File: src/hdl/hsc_pkg.sv
// Homing and stop control package
package hsc_pkg;

  // ----------------------------------------------------------------
  // Timing
  // ----------------------------------------------------------------
  localparam int CLK_PERIOD_NS = 25;
  localparam int STEP_LOW_NS = 400000;
  localparam int STEP_MID_NS = 200000;
  localparam int STEP_HIGH_NS = 100000;
  localparam int RAMP_STEP_NS = 1000000;
  localparam int STEP_LOW_CYC = STEP_LOW_NS / CLK_PERIOD_NS;
  localparam int STEP_MID_CYC = STEP_MID_NS / CLK_PERIOD_NS;
  localparam int STEP_HIGH_CYC = STEP_HIGH_NS / CLK_PERIOD_NS;
  localparam int RAMP_STEP_CYC = RAMP_STEP_NS / CLK_PERIOD_NS;

  // ----------------------------------------------------------------
  // Register byte offsets
  // ----------------------------------------------------------------
  localparam logic [7:0] REG_CONFIG = 8'h00;
  localparam logic [7:0] REG_HOME_OFFSET = 8'h04;
  localparam logic [7:0] REG_UPPER_LIMIT = 8'h08;
  localparam logic [7:0] REG_LOWER_LIMIT = 8'h0c;
  localparam logic [7:0] REG_PROFILE_COUNT = 8'h10;
  localparam logic [7:0] REG_STATUS = 8'h14;
  localparam logic [7:0] REG_POSITION = 8'h18;
  localparam logic [3:0] REG_PROFILE_PAGE = 4'h2;
  localparam int PROFILE_NUM = 4;

  // ----------------------------------------------------------------
  // Config fields and reset values
  // ----------------------------------------------------------------
  localparam int CFG_HOME_DIR_BIT = 0;
  localparam int CFG_THREE_SENSOR_BIT = 1;
  localparam int CFG_PUSH_MODE_BIT = 2;
  localparam int CFG_STOP_NC_BIT = 3;
  localparam int CFG_STOP_DECEL_BIT = 4;
  localparam int CFG_STOP_BRAKE_BIT = 5;
  localparam int CFG_BRAKE_FITTED_BIT = 6;
  localparam int CFG_W = 7;
  localparam logic [CFG_W-1:0] CONFIG_RESET = 7'h40;
  localparam logic [15:0] HOME_OFFSET_RESET = 16'h0010;
  localparam logic [15:0] UPPER_LIMIT_RESET = 16'h7000;
  localparam logic [15:0] LOWER_LIMIT_RESET = 16'h9000;
  localparam logic [2:0] PROFILE_COUNT_RESET = 3'h0;
  localparam logic [2:0] PROFILE_COUNT_MAX = 3'h4;

  // ----------------------------------------------------------------
  // Speed levels
  // ----------------------------------------------------------------
  typedef logic [1:0] hsc_speed_t;
  localparam hsc_speed_t SPD_STOP = 2'h0;
  localparam hsc_speed_t SPD_LOW = 2'h1;
  localparam hsc_speed_t SPD_MID = 2'h2;
  localparam hsc_speed_t SPD_HIGH = 2'h3;

  typedef enum logic [3:0] {
    ST_IDLE,
    ST_JOG,
    ST_HOME_ESC,
    ST_HOME_SEEK,
    ST_HOME_REV,
    ST_HOME_OFFSET,
    ST_POSITION,
    ST_LIMIT_RETURN,
    ST_DECEL
  } hsc_state_e;

  // ----------------------------------------------------------------
  // Carriers
  // ----------------------------------------------------------------
  typedef struct packed {
    logic read;
    logic write;
    logic [7:0] address;
    logic [31:0] writedata;
  } hsc_avmm_req_s;

  typedef struct packed {
    logic [31:0] readdata;
    logic waitrequest;
  } hsc_avmm_rsp_s;

  typedef struct packed {
    logic origin_sensor;
    logic lower_limit_sensor;
    logic upper_limit_sensor;
  } hsc_sensor_s;

  typedef struct packed {
    logic manual_test_screen;
    logic jog_up;
    logic jog_down;
    logic shift;
    logic home_key;
    logic start_key;
    logic stop_key;
    logic emergency_halt;
  } hsc_pendant_s;

  typedef struct packed {
    logic origin_seek;
    logic stop;
    logic start;
    logic alarm_clear_input;
    logic preset;
    logic brake_release;
  } hsc_host_io_s;

  typedef struct packed {
    logic motor_enable;
    logic step;
    logic dir;
    hsc_speed_t speed;
    logic brake_engage;
  } hsc_drive_s;

  typedef struct packed {
    logic alarm;
    logic home_done;
    logic busy;
  } hsc_status_s;

endpackage

File: src/hdl/hsc_homing_stop.sv
// Homing, jog, positioning and stop sequencer with Avalon-MM register slave
// Functional notes
// Origin-seek assertion starts homing in the configured return direction.
// After homing, move by home offset; that point becomes the reference.
// Position at the reference is cleared to zero when homing completes.
// Homing supports two-sensor constant speed and three-sensor high speed.
// Homing path depends on start direction and current sensor region.
// Two-sensor and push mode homing run rectangular at starting speed.
// Software keeps push-mode homing start speed at or below 6.0 mm/s.
// Manual jog low speed while key held; shift ramps to high and back.
// In manual mode the homing key runs the homing sequence.
// In manual mode start key runs profiles, stop key halts them.
// Passing a soft travel limit returns axis to it and raises alarm.
// After limit alarm clears, only homing or jog may leave the limit.
// Stop input while moving halts with the configured stop pattern.
// Stop halt discards pending profiles; next start begins afresh.
// Stop input polarity selectable normally-open or normally-closed.
// Four stop patterns: immediate, decelerate, each with or without brake.
// Emergency halt removes motor power at once; axis coasts.
// Emergency halt engages the holding brake when one is fitted.
// Brake-release input disengages the holding brake.
// Profile pointer returns to first on seek, stop, alarm, preset, release.
// Alarm-clear input clears error and alarm conditions.
// Stop during homing aborts it without setting a new reference.
`timescale 1ns/10ps
`default_nettype none

module hsc_homing_stop #(
  parameter logic [15:0] STEP_LOW_CYCLES = 16'(hsc_pkg::STEP_LOW_CYC),
  parameter logic [15:0] STEP_MID_CYCLES = 16'(hsc_pkg::STEP_MID_CYC),
  parameter logic [15:0] STEP_HIGH_CYCLES = 16'(hsc_pkg::STEP_HIGH_CYC),
  parameter logic [15:0] RAMP_CYCLES = 16'(hsc_pkg::RAMP_STEP_CYC)
) (
  input wire logic core_clk_i,
  input wire logic rst_i,
  input wire hsc_pkg::hsc_avmm_req_s avmm_req_i,
  output hsc_pkg::hsc_avmm_rsp_s avmm_rsp_o,
  input wire hsc_pkg::hsc_sensor_s sensor_i,
  input wire hsc_pkg::hsc_pendant_s pendant_i,
  input wire hsc_pkg::hsc_host_io_s host_io_i,
  output hsc_pkg::hsc_drive_s drive_o,
  output hsc_pkg::hsc_status_s status_o
);
  import hsc_pkg::*;

  typedef struct packed {
    hsc_state_e state;
    logic [CFG_W-1:0] cfg;
    logic [15:0] home_offset;
    logic [15:0] upper;
    logic [15:0] lower;
    logic [2:0] prof_cnt;
    logic [PROFILE_NUM-1:0][15:0] profile;
    logic [1:0] ptr;
    logic [15:0] pos;
    logic [15:0] target;
    logic [15:0] offset_left;
    logic dir;
    hsc_speed_t level;
    hsc_speed_t goal;
    logic rect;
    logic [15:0] step_cnt;
    logic [15:0] ramp_cnt;
    logic step;
    logic power;
    logic brake;
    logic brake_pend;
    logic alarm;
    logic limit_lock;
    logic home_done;
    logic [5:0] prev_host;
    logic [2:0] prev_key;
    logic ack;
    logic [31:0] rdata;
  } hsc_regs_s;

  hsc_regs_s s_q;
  hsc_regs_s s_d;

  // ----------------------------------------------------------------
  // Helpers
  // ----------------------------------------------------------------
  function automatic logic [15:0] step_interval(input hsc_speed_t lvl);
    case (lvl)
      SPD_LOW: step_interval = STEP_LOW_CYCLES;
      SPD_MID: step_interval = STEP_MID_CYCLES;
      default: step_interval = STEP_HIGH_CYCLES;
    endcase
  endfunction

  logic stop_act;
  logic [5:0] host_now;
  logic [5:0] host_rise;
  logic [2:0] key_now;
  logic [2:0] key_rise;
  logic manual;
  logic home_req;
  logic start_req;
  logic halt_req;
  logic home_dir;
  logic three;
  logic push;
  logic ref_limit;
  logic far_limit;
  logic jog_key;
  logic above;
  logic below;
  logic [2:0] ptr_next;

  // Stop made active high before edge detection
  assign stop_act = host_io_i.stop ^ s_q.cfg[CFG_STOP_NC_BIT];
  assign host_now = {host_io_i.origin_seek, stop_act, host_io_i.start,
                     host_io_i.alarm_clear_input, host_io_i.preset, host_io_i.brake_release};
  assign host_rise = host_now & ~s_q.prev_host;
  assign key_now = {pendant_i.home_key, pendant_i.start_key, pendant_i.stop_key};
  assign key_rise = key_now & ~s_q.prev_key;
  assign manual = pendant_i.manual_test_screen;
  assign home_req = manual ? key_rise[2] : host_rise[5];
  assign start_req = manual ? key_rise[1] : host_rise[3];
  assign halt_req = host_rise[4] | (manual & key_rise[0]);
  assign home_dir = s_q.cfg[CFG_HOME_DIR_BIT];
  assign three = s_q.cfg[CFG_THREE_SENSOR_BIT];
  assign push = s_q.cfg[CFG_PUSH_MODE_BIT];
  // Return-side limit sensor and the opposite one
  assign ref_limit = home_dir ? sensor_i.upper_limit_sensor : sensor_i.lower_limit_sensor;
  assign far_limit = home_dir ? sensor_i.lower_limit_sensor : sensor_i.upper_limit_sensor;
  assign jog_key = pendant_i.jog_up | pendant_i.jog_down;
  assign above = $signed(s_q.pos) > $signed(s_q.upper);
  assign below = $signed(s_q.pos) < $signed(s_q.lower);
  assign ptr_next = {1'b0, s_q.ptr} + 3'h1;

  // ----------------------------------------------------------------
  // Next state
  // ----------------------------------------------------------------
  always_comb begin
    s_d = s_q;
    s_d.step = 1'b0;
    s_d.prev_host = host_now;
    s_d.prev_key = key_now;

    // Avalon slave: one wait cycle
    s_d.ack = (avmm_req_i.read | avmm_req_i.write) & ~s_q.ack;
    if (avmm_req_i.read && !s_q.ack) begin
      s_d.rdata = 32'h0;
      case (avmm_req_i.address)
        REG_CONFIG: s_d.rdata = {25'h0, s_q.cfg};
        REG_HOME_OFFSET: s_d.rdata = {16'h0, s_q.home_offset};
        REG_UPPER_LIMIT: s_d.rdata = {16'h0, s_q.upper};
        REG_LOWER_LIMIT: s_d.rdata = {16'h0, s_q.lower};
        REG_PROFILE_COUNT: s_d.rdata = {29'h0, s_q.prof_cnt};
        REG_STATUS: s_d.rdata = {21'h0, s_q.ptr, s_q.state, s_q.power, s_q.brake,
                                 s_q.limit_lock, s_q.home_done, s_q.alarm};
        REG_POSITION: s_d.rdata = {{16{s_q.pos[15]}}, s_q.pos};
        default: begin
          if (avmm_req_i.address[7:4] == REG_PROFILE_PAGE && avmm_req_i.address[1:0] == 2'h0) begin
            s_d.rdata = {16'h0, s_q.profile[avmm_req_i.address[3:2]]};
          end
        end
      endcase
    end
    if (avmm_req_i.write && s_q.ack) begin
      case (avmm_req_i.address)
        REG_CONFIG: s_d.cfg = avmm_req_i.writedata[CFG_W-1:0];
        REG_HOME_OFFSET: s_d.home_offset = avmm_req_i.writedata[15:0];
        REG_UPPER_LIMIT: s_d.upper = avmm_req_i.writedata[15:0];
        REG_LOWER_LIMIT: s_d.lower = avmm_req_i.writedata[15:0];
        REG_PROFILE_COUNT: begin
          s_d.prof_cnt = (avmm_req_i.writedata[31:0] > 32'(PROFILE_COUNT_MAX)) ?
                         PROFILE_COUNT_MAX : avmm_req_i.writedata[2:0];
          s_d.ptr = 2'h0;
        end
        default: begin
          if (avmm_req_i.address[7:4] == REG_PROFILE_PAGE && avmm_req_i.address[1:0] == 2'h0) begin
            s_d.profile[avmm_req_i.address[3:2]] = avmm_req_i.writedata[15:0];
          end
        end
      endcase
    end

    // Step engine
    if (s_q.level != SPD_STOP) begin
      if (s_q.step_cnt >= step_interval(s_q.level) - 16'h1) begin
        s_d.step = 1'b1;
        s_d.step_cnt = 16'h0;
        s_d.pos = s_q.dir ? s_q.pos + 16'h1 : s_q.pos - 16'h1;
      end else begin
        s_d.step_cnt = s_q.step_cnt + 16'h1;
      end
    end else begin
      s_d.step_cnt = 16'h0;
    end

    // Speed ramp; rectangular moves jump to goal
    if (s_q.rect) begin
      s_d.level = s_q.goal;
      s_d.ramp_cnt = 16'h0;
    end else if (s_q.level == s_q.goal) begin
      s_d.ramp_cnt = 16'h0;
    end else if (s_q.ramp_cnt >= RAMP_CYCLES - 16'h1) begin
      s_d.ramp_cnt = 16'h0;
      s_d.level = (s_q.level < s_q.goal) ? s_q.level + 2'h1 : s_q.level - 2'h1;
    end else begin
      s_d.ramp_cnt = s_q.ramp_cnt + 16'h1;
    end

    case (s_q.state)
      ST_IDLE: begin
        s_d.level = SPD_STOP;
        s_d.goal = SPD_STOP;
        if (home_req && !s_q.alarm) begin
          s_d.brake = 1'b0;
          s_d.limit_lock = 1'b0;
          s_d.home_done = 1'b0;
          s_d.ptr = 2'h0;
          s_d.rect = ~three | push;
          s_d.goal = (~three | push) ? SPD_LOW : SPD_HIGH;
          if (three && sensor_i.origin_sensor) begin
            s_d.state = ST_HOME_ESC;
            s_d.dir = ~home_dir;
          end else if (ref_limit) begin
            s_d.state = three ? ST_HOME_REV : ST_HOME_OFFSET;
            s_d.dir = ~home_dir;
            s_d.offset_left = s_q.home_offset;
          end else begin
            s_d.state = ST_HOME_SEEK;
            s_d.dir = home_dir;
          end
        end else if (manual && jog_key && !s_q.alarm) begin
          s_d.state = ST_JOG;
          s_d.dir = pendant_i.jog_up;
          s_d.limit_lock = 1'b0;
          s_d.brake = 1'b0;
          s_d.rect = 1'b0;
          s_d.goal = SPD_LOW;
          s_d.level = SPD_LOW;
        end else if (start_req && !s_q.alarm && !s_q.limit_lock && s_q.prof_cnt != 3'h0) begin
          s_d.target = s_q.profile[s_q.ptr];
          s_d.ptr = (ptr_next >= s_q.prof_cnt) ? 2'h0 : ptr_next[1:0];
          s_d.brake = 1'b0;
          s_d.rect = push;
          s_d.goal = push ? SPD_LOW : SPD_HIGH;
          s_d.dir = $signed(s_q.profile[s_q.ptr]) > $signed(s_q.pos);
          if (s_q.profile[s_q.ptr] != s_q.pos) begin
            s_d.state = ST_POSITION;
          end
        end
      end
      ST_JOG: begin
        if (!manual || !jog_key) begin
          s_d.state = ST_DECEL;
          s_d.brake_pend = 1'b0;
        end else if (s_q.dir ? sensor_i.upper_limit_sensor : sensor_i.lower_limit_sensor) begin
          s_d.state = ST_IDLE;
        end else begin
          s_d.goal = pendant_i.shift ? SPD_HIGH : SPD_LOW;
        end
      end
      ST_HOME_ESC: begin
        if (!sensor_i.origin_sensor) begin
          s_d.state = ST_HOME_SEEK;
          s_d.dir = home_dir;
        end
      end
      ST_HOME_SEEK: begin
        if (three ? sensor_i.origin_sensor : ref_limit) begin
          s_d.state = ST_HOME_OFFSET;
          s_d.dir = ~home_dir;
          s_d.offset_left = s_q.home_offset;
        end else if (three && ref_limit) begin
          s_d.state = ST_HOME_REV;
          s_d.dir = ~home_dir;
        end
      end
      ST_HOME_REV: begin
        if (sensor_i.origin_sensor) begin
          s_d.state = ST_HOME_OFFSET;
          s_d.offset_left = s_q.home_offset;
        end else if (far_limit) begin
          s_d.state = ST_IDLE;
          s_d.alarm = 1'b1;
          s_d.ptr = 2'h0;
        end
      end
      ST_HOME_OFFSET: begin
        s_d.rect = 1'b1;
        s_d.goal = SPD_LOW;
        if (s_q.offset_left == 16'h0) begin
          s_d.pos = 16'h0;
          s_d.home_done = 1'b1;
          s_d.level = SPD_STOP;
          s_d.goal = SPD_STOP;
          s_d.state = ST_IDLE;
        end else if (s_d.step) begin
          s_d.offset_left = s_q.offset_left - 16'h1;
        end
      end
      ST_POSITION: begin
        if (above || below) begin
          s_d.alarm = 1'b1;
          s_d.limit_lock = 1'b1;
          s_d.ptr = 2'h0;
          s_d.state = ST_LIMIT_RETURN;
          s_d.dir = below;
          s_d.rect = 1'b1;
          s_d.goal = SPD_LOW;
        end else if (s_q.pos == s_q.target) begin
          s_d.level = SPD_STOP;
          s_d.goal = SPD_STOP;
          s_d.state = ST_IDLE;
        end
      end
      ST_LIMIT_RETURN: begin
        if (!above && !below) begin
          s_d.level = SPD_STOP;
          s_d.goal = SPD_STOP;
          s_d.state = ST_IDLE;
        end
      end
      ST_DECEL: begin
        s_d.goal = SPD_STOP;
        if (s_q.level == SPD_STOP) begin
          s_d.brake = s_q.brake_pend;
          s_d.state = ST_IDLE;
        end
      end
      default: s_d.state = ST_IDLE;
    endcase
    if (s_d.dir != s_q.dir) begin
      s_d.step = 1'b0;
      s_d.pos = s_q.pos;
    end

    // Stop pattern halt; drops pending profiles
    if (halt_req) begin
      s_d.ptr = 2'h0;
      if (s_q.state != ST_IDLE && s_q.state != ST_DECEL) begin
        s_d.goal = SPD_STOP;
        s_d.rect = 1'b0;
        if (s_q.cfg[CFG_STOP_DECEL_BIT]) begin
          s_d.state = ST_DECEL;
          s_d.brake_pend = s_q.cfg[CFG_STOP_BRAKE_BIT];
        end else begin
          s_d.state = ST_IDLE;
          s_d.level = SPD_STOP;
          s_d.brake = s_q.cfg[CFG_STOP_BRAKE_BIT];
        end
      end
    end

    if (host_rise[1]) begin
      s_d.ptr = 2'h0;
      if (s_q.state == ST_IDLE) begin
        s_d.pos = 16'h0;
      end
    end
    if (host_rise[0]) begin
      s_d.brake = 1'b0;
      s_d.ptr = 2'h0;
    end
    // New alarm wins over clear
    if (host_rise[2] && !(s_d.alarm && !s_q.alarm)) begin
      s_d.alarm = 1'b0;
    end

    // Emergency halt overrides all
    s_d.power = ~pendant_i.emergency_halt;
    if (pendant_i.emergency_halt) begin
      s_d.state = ST_IDLE;
      s_d.step = 1'b0;
      s_d.pos = s_q.pos;
      s_d.level = SPD_STOP;
      s_d.goal = SPD_STOP;
      s_d.ptr = 2'h0;
      if (s_q.cfg[CFG_BRAKE_FITTED_BIT]) begin
        s_d.brake = 1'b1;
      end
    end
  end

  // ----------------------------------------------------------------
  // State register
  // ----------------------------------------------------------------
  always_ff @(posedge core_clk_i) begin
    if (rst_i) begin
      s_q <= '0;
      s_q.state <= ST_IDLE;
      s_q.cfg <= CONFIG_RESET;
      s_q.home_offset <= HOME_OFFSET_RESET;
      s_q.upper <= UPPER_LIMIT_RESET;
      s_q.lower <= LOWER_LIMIT_RESET;
      s_q.prof_cnt <= PROFILE_COUNT_RESET;
      s_q.power <= 1'b1;
    end else begin
      s_q <= s_d;
    end
  end

  // ----------------------------------------------------------------
  // Outputs
  // ----------------------------------------------------------------
  assign avmm_rsp_o.readdata = s_q.rdata;
  assign avmm_rsp_o.waitrequest = (avmm_req_i.read | avmm_req_i.write) & ~s_q.ack;
  assign drive_o.motor_enable = s_q.power;
  assign drive_o.step = s_q.step;
  assign drive_o.dir = s_q.dir;
  assign drive_o.speed = s_q.level;
  assign drive_o.brake_engage = s_q.brake;
  assign status_o.alarm = s_q.alarm;
  assign status_o.home_done = s_q.home_done;
  assign status_o.busy = s_q.state != ST_IDLE;

endmodule

`default_nettype wire

File: config.mk
export PLATFORM = sky130hd
export DESIGN_NAME = hsc_homing_stop
export DESIGN_NICKNAME = d
export VERILOG_FILES = /design/src/hdl/hsc_pkg.sv /design/src/hdl/hsc_homing_stop.sv
export SDC_FILE = /design/constraint.sdc
export NUM_CORES = 1
export LEC_CHECK = 0
export ABC_AREA = 1
export ABC_CLOCK_PERIOD_IN_PS = 2750
export BUFFER_PORTS_ARGS = -buffer_cell sky130_fd_sc_hd__buf_2
export CAP_MARGIN = 20
export CORE_ASPECT_RATIO = 0.75
export CORE_MARGIN = 8
export CORE_UTILIZATION = 50
export CTS_CLUSTER_SIZE = 40
export DETAILED_ROUTE_END_ITERATION = 16
export PLACE_DENSITY = 0.71
export SLEW_MARGIN = 20
export SYNTH_ARGS = -nofsm -noshare
export SYNTH_HDL_FRONTEND = slang
export SYNTH_SLANG_ARGS = --single-unit
File: constraint.sdc
create_clock -name core_clk_i -period 2.75 [get_ports core_clk_i]
set_input_delay 0.55 -clock core_clk_i [delete_from_list [all_inputs] [get_ports core_clk_i]]
set_output_delay 0.55 -clock core_clk_i [all_outputs]
set_load 0.05 [all_outputs]
-- Word-level counts from Yosys, hierarchy flattened
Cells that the tools add are included.
Widths: inputs -> output; s select.
- register bits after elaboration: 263
- word-level logic and storage cells: 285
- $add $sub $neg: 9
- order comparisons: 11
- equality and inequality tests: 32
- multiplexer cells: 129
- bitwise operators: 19
- reductions and logical operators: 54
- operator list (operator ; count):
    $mux 16 ; 20
    $pmux 32 s7 ; 1
    $mux 4 ; 23
    $bmux 16 s2 ; 2
    $bwmux 64 ; 1
    $pmux 16 s4 ; 1
    $add 16x1->16 const B ; 3
    $mux 2 ; 24
    $sub 16x1->16 const B ; 3
    $mux 1 ; 38
    $pmux 4 s9 ; 1
    $demux 16 s2 ; 1
    $gt 16x16->1 ; 2
    $gt 32x3->1 const B ; 1
    $pmux 14 s2 ; 1
    $eq 8x5->1 const B ; 3
    $eq 16x16->1 ; 1
    $eq 4x3->1 const B ; 4
    $eq 8x4->1 const B ; 2
    $ge 16x16->1 ; 1
    $ge 16x16->1 const B ; 1
    $logic_and 1x1->1 ; 16
    $logic_not 16->1 ; 1
    $lt 16x16->1 ; 1
    other kinds (52) ; 102

-- Longest topological paths before layout
Gate-level depths: netlist of the first run.
- word-level depth: 16
- depth in mapped cells: 26

-- Worst setup path after synthesis of the first run
No wires, ideal clock.
- path kind: register to register
- from: register s_q[135] (netlist bit)
- to: register s_q[126] (netlist bit)
- library setup time: 0.117 ns
- arrival: 2.792 ns
- data required time: 2.633 ns
- setup slack: -0.158 ns
- cell stages (with the launch flop): 23
- buffers on the path: 3
- path through: dfxtp_1 clkbuf_1 inv_1 clkbuf_1 o21ai_0 o22ai_1 ha_1 nand2_1 inv_1 nand3_1 nor3_1 inv_1 nor2_1 nor2_1 nand3_1 nand2_1 nand2_2 nand3_2 nand3_4 nand2_4 buf_6 o21ai_2 a21oi_2
- longest elaborated chain between the ends: 11
- ends and longest elaborated chain (what ; line ; source):
    start, declared ; hsc_homing_stop.sv:77 ; hsc_regs_s s_q;
    $bmux 16 s2 (*) ; hsc_homing_stop.sv:242 ; s_d.dir = $signed(s_q.profile[s_q.ptr]) > $signed(s_q.pos);
    $mux 16 (not written as such) (*) ; hsc_homing_stop.sv:242 ;
    $gt 16x16->1 (*) ; hsc_homing_stop.sv:242 ;
    $mux 1 (*) ; hsc_homing_stop.sv:236 ; end else if (start_req && !s_q.alarm && !s_q.limit_lock && s_q.prof_cnt != 3'h0) begin
    $mux 1 (*) ; hsc_homing_stop.sv:228 ; end else if (manual && jog_key && !s_q.alarm) begin
    $mux 1 (*) ; hsc_homing_stop.sv:210 ; if (home_req && !s_q.alarm) begin
    $pmux 1 s4 (*) ; hsc_homing_stop.sv:206 ; case (s_q.state)
    $ne 1x1->1 (*) ; hsc_homing_stop.sv:328 ; if (s_d.dir != s_q.dir) begin
    $mux 16 (*) ; hsc_homing_stop.sv:328 ;
    $mux 16 ; hsc_homing_stop.sv:352 ; if (s_q.state == ST_IDLE) begin
    $mux 16 (*) ; hsc_homing_stop.sv:350 ; if (host_rise[1]) begin
Every way passes the cells marked *; elsewhere a longest branch is shown, timed or not. The select of a mux whose other input is x is not followed.
A chain may end at the register's enable or synchronous reset.

-- Worst setup path after layout of the first run
- from: register s_q[135] (netlist bit)
- to: register s_q[123] (netlist bit)
The elaborated chain is that of the path after synthesis.

==> qor.yml, run 1 <==
status: "finished, violations left"
violations: "negative setup slack"
crit_family: "simple AND/OR/NAND/NOR gates"
synth.most_common_cell: "nand2_1"
wire_per_inst_um: 19.6
drt-pass1-iter-count: 6
total_power_mw: 10.4
htreeDepth: 1
dieArea_um2: 35100
synth-seq-cells: 248
vdd_drop_max_uv: 464
cts_buffers: 27
via_per_inst: 5.76
syn_inst: 2118
row_count: 54
fill_cells: 2720
clock-sinks: 248
synthArstFlopShare_pct: 0
maxSlewHeadroom_pct: 41.0
crit_arrival_ps: 3320
drt_iter0_markers: 1658
synthDistinctLibCells: 58
worstPathRequired_ps: 3170
drc: 0
powerDensity_nw_per_um2: 583
synthesis.nets: 2261
clock_skew_ps: 14.9
place_area_um2: 16200
insertion_delay_ps: 550
ant_nets: 0
tns_ps: -1570
critPathMaxFanout: 8
yosys_warnings: 0
die_w_um: 214
clkTransAtPathRegs_ps: 70
hold_slack_ps: 214
maxCapViolCount: 0
postCtsHoldBufs: 0
cts_buffer_depth: 3
critical_path_class: "reg2reg"
cts_tree: "yes"
cpMaxStageDelayCell: "dfxtp_4"
io_buffers: 102
path_buf_inv: 3
multi_input_area_um2: 8380
tightestPinTransition_ps: 885
nets: 2425
postLayoutCellArea_um2: 17800
cts-root-buf: "clkbuf_16"
antenna_found_initial: 2
dp.cells: 2627
globalplace.congestion: 1.01
final-setup-viol-count: 17
io-pin-count: 103
syn_area_um2: 14700
grt_overflow: 0
fmax_mhz: 346
ys.flop_type: "dfxtp_1"
grt_usage_pct: 28.8
final_core_util_pct: 61.3
setup.worst_path.start_class: "register"
grt_pass1_vias: 14200
finalHoldViolations: 0
seq_area_um2: 4980
rsz0062_at_grt: "true"
slew_viol_final: 0
critPathMaxStageDelay_ps: 390
place_ws_ps: -196
synth_top_area_share_pct: 33.8
worst_setup_path_end_kind: "register"
die_h_um: 164
ys_seq_area_share_pct: 33.8
fin_crit_sh_pct: 105
hold_path_class: "in2reg"
worst_slack_ps: -142
vias: 15500
yosysTopAreaCell: "dfxtp_1"
p_leak_nw: 7.60
fin_crit_ps: 2890
coreArea_um2: 29000
synthTopCellsByCount: "328 x nand2_1, 273 x inv_1, 249 x o21ai_0"
wl_mm: 52.7
path_common_cell: "nor2_2"
crit_chain: "inv_6 -> clkbuf_16 -> o21ai_2 -> o22ai_2 -> ha_1 -> nand2_2 -> nor2_2 -> nand4_1 -> nor2_2 -> nor2_2 -> nand3_2 -> nand2_2 -> nand2_4 -> nand4_4 -> nand2_8 -> buf_6 -> nand2_1 -> nand3_1 -> a21oi_1"
syn_to_final_growth_pct: 21.1
syn_area_per_cell_um2: 6.93
synth-edff-count: 0
grt_first_pass_wirelength_mm: 79.5
hpwlAfterDp_mm: 39.8
ys_top_cells_by_area: "dfxtp_1 34%, o21ai_0 8.5%, nand2_1 8.4%"
fin_cells: 2695
drive_gt1_share_pct: 19.0
grt_max_degree: 53
start_util_pct: 50.6
## final cells by class
cell class	instances	area share (%)
antenna	1	0.0141
sequential	248	28.0
clock inverter	14	1.35
inverter	289	6.16
tap	392	2.76
clock buffer	35	4.25
timing repair buffer	258	10.3
multi-input combinational	1458	47.2
## layout by cell type, fill, tap and decap left out, drive strengths merged, types with 27 or more instances in the layout
master	instances
a21oi	238
inv	283
dfxtp	248
nor2	200
o22ai	62
buf	257
nor3	27
o21ai	256
clkbuf	36
nand3	81
ha	81
nand2	334
## cell families (layout without fill, tap and decap cells)
family | count (synthesis) | in the layout | share of synthesized area (%)
buffers and inverters | 414 | 596 | 11.8
XOR/XNOR | 35 | 35 | 2.09
adder cells (fa/ha/maj) | 82 | 82 | 7.04
AND/OR/NAND/NOR | 692 | 694 | 20.4
flip-flops | 248 | 248 | 33.8
AO/OA/AOI/OAI | 646 | 646 | 24.7
other | 1 | 2 | 0.0256
## what timing repair did
| item | CTS | global route |
|---|---|---|
| endpoints found under the hold margin | 0 | 0 |
| gates cloned | 2 | 2 |
| resized for setup | 41 | 96 |
| pin swaps | 14 | 31 |
| setup endpoints to repair | 18 | 42 |
| setup buffers | 3 | 13 |
## worst register-to-register path, delay by kind of cell (launching register included)
kind | cells | cell delay (ps)
buf+inv | 3 | 360
fa+ha+maj | 1 | 350
flops | 1 | 390
compound gates | 3 | 300
simple gates | 12 | 1380
## per-layer routing
layer,GRT usage (%),part of all wire [%],up-vias
li1,-,-,7432
met1,41.7,45,7158
met2,41.9,41,814
met3,6.46,11,102
met4,8.43,2.8,4
met5,1.15,0.12,-
## report_power, final
part	total (mW)	switching, mW	internal, mW
Sequential	3.79	0.104	3.68
Clock	4.07	1.57	2.50
Combinational	2.50	1.56	0.938
Total	10.4	3.23	7.13
## worst paths after layout
kind                                  to  slack (ps)  cells past startpoint         start
worst max-delay path            s_q[123]        -140                     19      s_q[135]
worst min-delay path             s_q[36]         210                      3  host_io_i[0]
worst max register to register  s_q[123]        -140                     19      s_q[135]
worst min register to register   s_q[49]         450                      1       s_q[49]
## sequential cells by signal (all words and copies together) (netlist names)
register,flops
status_o,2
drive_o,6
home_dir,1
s_q,221
push,1
avmm_rsp_o,17
Power figures use the tool's default switching activity.
==> run 2, diff against run 1 <==
--- a/config.mk
+++ b/config.mk
@@ -14,7 +14,7 @@
 export CORE_UTILIZATION = 50
 export CTS_CLUSTER_SIZE = 40
 export DETAILED_ROUTE_END_ITERATION = 16
-export PLACE_DENSITY = 0.71
+export PLACE_DENSITY = 0.77
 export SLEW_MARGIN = 20
 export SYNTH_ARGS = -nofsm -noshare
 export SYNTH_HDL_FRONTEND = slang
==> run 2 against run 1 <==
Effect of this change:
- the flow still finishes with violations (negative setup slack)
- setup slack got worse by 110 ps
- total power decreased by 3.4%
- cell count decreased by 0.93%
- count of clock-buffer cells in the layout unchanged
- utilization decreased by 1.2 points
- final area decreased by 1.9%
- sequential share of layout area increased by 0.54 points
- non-clock buffer count decreased by 26
- die area unchanged
- fmax decreased by 3.7%
- clock skew increased by 3.7 ps
==> qor.yml, run 2 (synthesis gave the netlist of run 1 again) <==
cpMaxStageDelayCell: "dfxtp_4"
syn_to_final_growth_pct: 18.8
crit_chain: "inv_6 -> buf_6 -> nor2_1 -> o22ai_2 -> ha_1 -> nand2_1 -> inv_2 -> nand3_4 -> buf_4 -> a21oi_1 -> nor2_2 -> nand3_1 -> nand3_2 -> nand2_2 -> nand2_4 -> nand3_4 -> nand3_4 -> buf_4 -> nand3_2 -> nand3_2 -> a21oi_1"
vdd_drop_max_uv: 363
die_h_um: 164
crit_family: "simple AND/OR/NAND/NOR gates"
p_leak_nw: 7.45
status: "finished, violations left"
maxCapViolCount: 0
multi_input_area_um2: 8340
grt_pass1_vias: 14300
top_register: "s_q"
io_buffers: 102
finalHoldViolations: 0
drive_gt1_share_pct: 17.4
fin_crit_sh_pct: 109
violations: "negative setup slack"
critPathMaxFanout: 10
wire_per_inst_um: 19.4
switchingPower_mw: 3.21
antenna_found_initial: 0
dieArea_um2: 35100
grt_first_pass_wirelength_mm: 77.4
final_cell_mix: "322 x nand2_1, 268 x inv_1, 243 x dfxtp_1"
io-pin-count: 103
globalplace.congestion: 1.01
hpwlAfterDp_mm: 38.3
drc: 0
setup.worst_path.start_class: "register"
grt_max_degree: 67
cts_buffer_depth: 3
layout_commonest_cell: "nand2_1"
clkPwrFrac_pct: 38.3
start_util_pct: 50.6
coreArea_um2: 29000
tightestPinTransition_ps: 991
powerDensity_nw_per_um2: 574
row_count: 54
clkTransAtPathRegs_ps: 70
path_buf_inv: 5
insertion_delay_ps: 550
largest_register_ffs: 221
hold_slack_ps: 225
fin_crit_ps: 3000
final-setup-viol-count: 17
ant_nets: 0
place_area_um2: 15900
p_int_mw: 6.79
slew_viol_final: 0
crit_arrival_ps: 3490
critPathMaxStageDelay_ps: 400
worst_slack_ps: -254
wl_mm: 51.9
grt_usage_pct: 27.7
postLayoutCellArea_um2: 17400
p_sw_share_pct: 32.1
rsz0062_at_grt: "true"
fill_cells: 2599
power.share.sequential_pct: 37.9
critical_path_class: "reg2reg"
grt_overflow: 0
worstPathRequired_ps: 3230
p_comb_share_pct: 23.9
vias: 15700
drt_iter0_markers: 2048
clock-sinks: 248
tns_ps: -3640
n_antenna_cell: 0
via_per_inst: 5.89
worst_setup_path_end_kind: "register"
seq_area_um2: 4980
cts_tree: "yes"
htreeDepth: 1
maxSlewHeadroom_pct: 34.0
nets: 2401
fmax_mhz: 333
die_w_um: 214
cts-root-buf: "clkbuf_16"
cts_buffers: 27
drt-pass1-iter-count: 8
clock_skew_ps: 18.6
hold_path_class: "in2reg"
## run 2: cell types whose count changed in the layout (fill, tap and decap cells not counted), moves of 5 or more
cell,change
buf_4,-26
nand3_1,-6
nand3_2,+5
o21ai_0,+13
o21ai_1,-16
o22ai_1,+5
o22ai_2,-5
## run 2: metrics by stage
stage	cells	total power [mW]	util (%)	worst slack, ps
detailed placement	2600	5.91	54.9	-268
finish	2670	10.0	60.1	-254
global route	2670	10.4	60.1	-372
floorplan	2118	5.26	-	9.15
CTS	2656	9.72	58.6	-100
global placement	2600	5.86	54.9	-98.2
## run 2: per-layer routing
metal	global-route usage, %	wire length (µm)
met1	38.8	22000
met3	6.29	6110
met4	9.39	1810
met2	41.2	22000
met5	0	0
## run 2: area by class of cell
cell class / count / share of cell area, %
clock buffer: 35 / 4.22
clock inverter: 14 / 1.03
inverter: 289 / 6.32
multi-input combinational: 1459 / 47.8
sequential: 248 / 28.5
tap: 392 / 2.81
timing repair buffer: 232 / 9.22
timing repair inverter: 1 / 0.0287
## run 2: power by group through the flow
stage / sequential [mW] / clock (mW) / combinational [mW]
6_report: 3.79 / 3.83 / 2.39
5_1_grt: 3.79 / 3.98 / 2.58
4_1_cts: 3.78 / 3.82 / 2.12
3_5_place_dp: 3.86 / 0 / 2.05
3_3_place_gp: 3.86 / 0 / 2.00
2_1_floorplan: 3.84 / 0 / 1.42
## run 2: final timing paths
check	start	end	slack (ps)	cells past startpoint
max reg2reg	s_q[135]	s_q[119]	-250	21
max	s_q[135]	s_q[119]	-250	21
min reg2reg	s_q[65]	s_q[65]	440	1
min	host_io_i[5]	s_q[41]	230	3
## run 2: tightest hold or removal path, cell delays in order
cell and delay, ps:
buf_2 80, inv_1 40, nor2_1 70
## run 2: what timing repair did
action | in CTS | in global routing
hold buffers | 0 | 0
pin swaps | 13 | 35
gates resized for setup | 38 | 81
setup buffers | 6 | 11
cloned | 1 | 4
setup endpoints to repair | 24 | 38
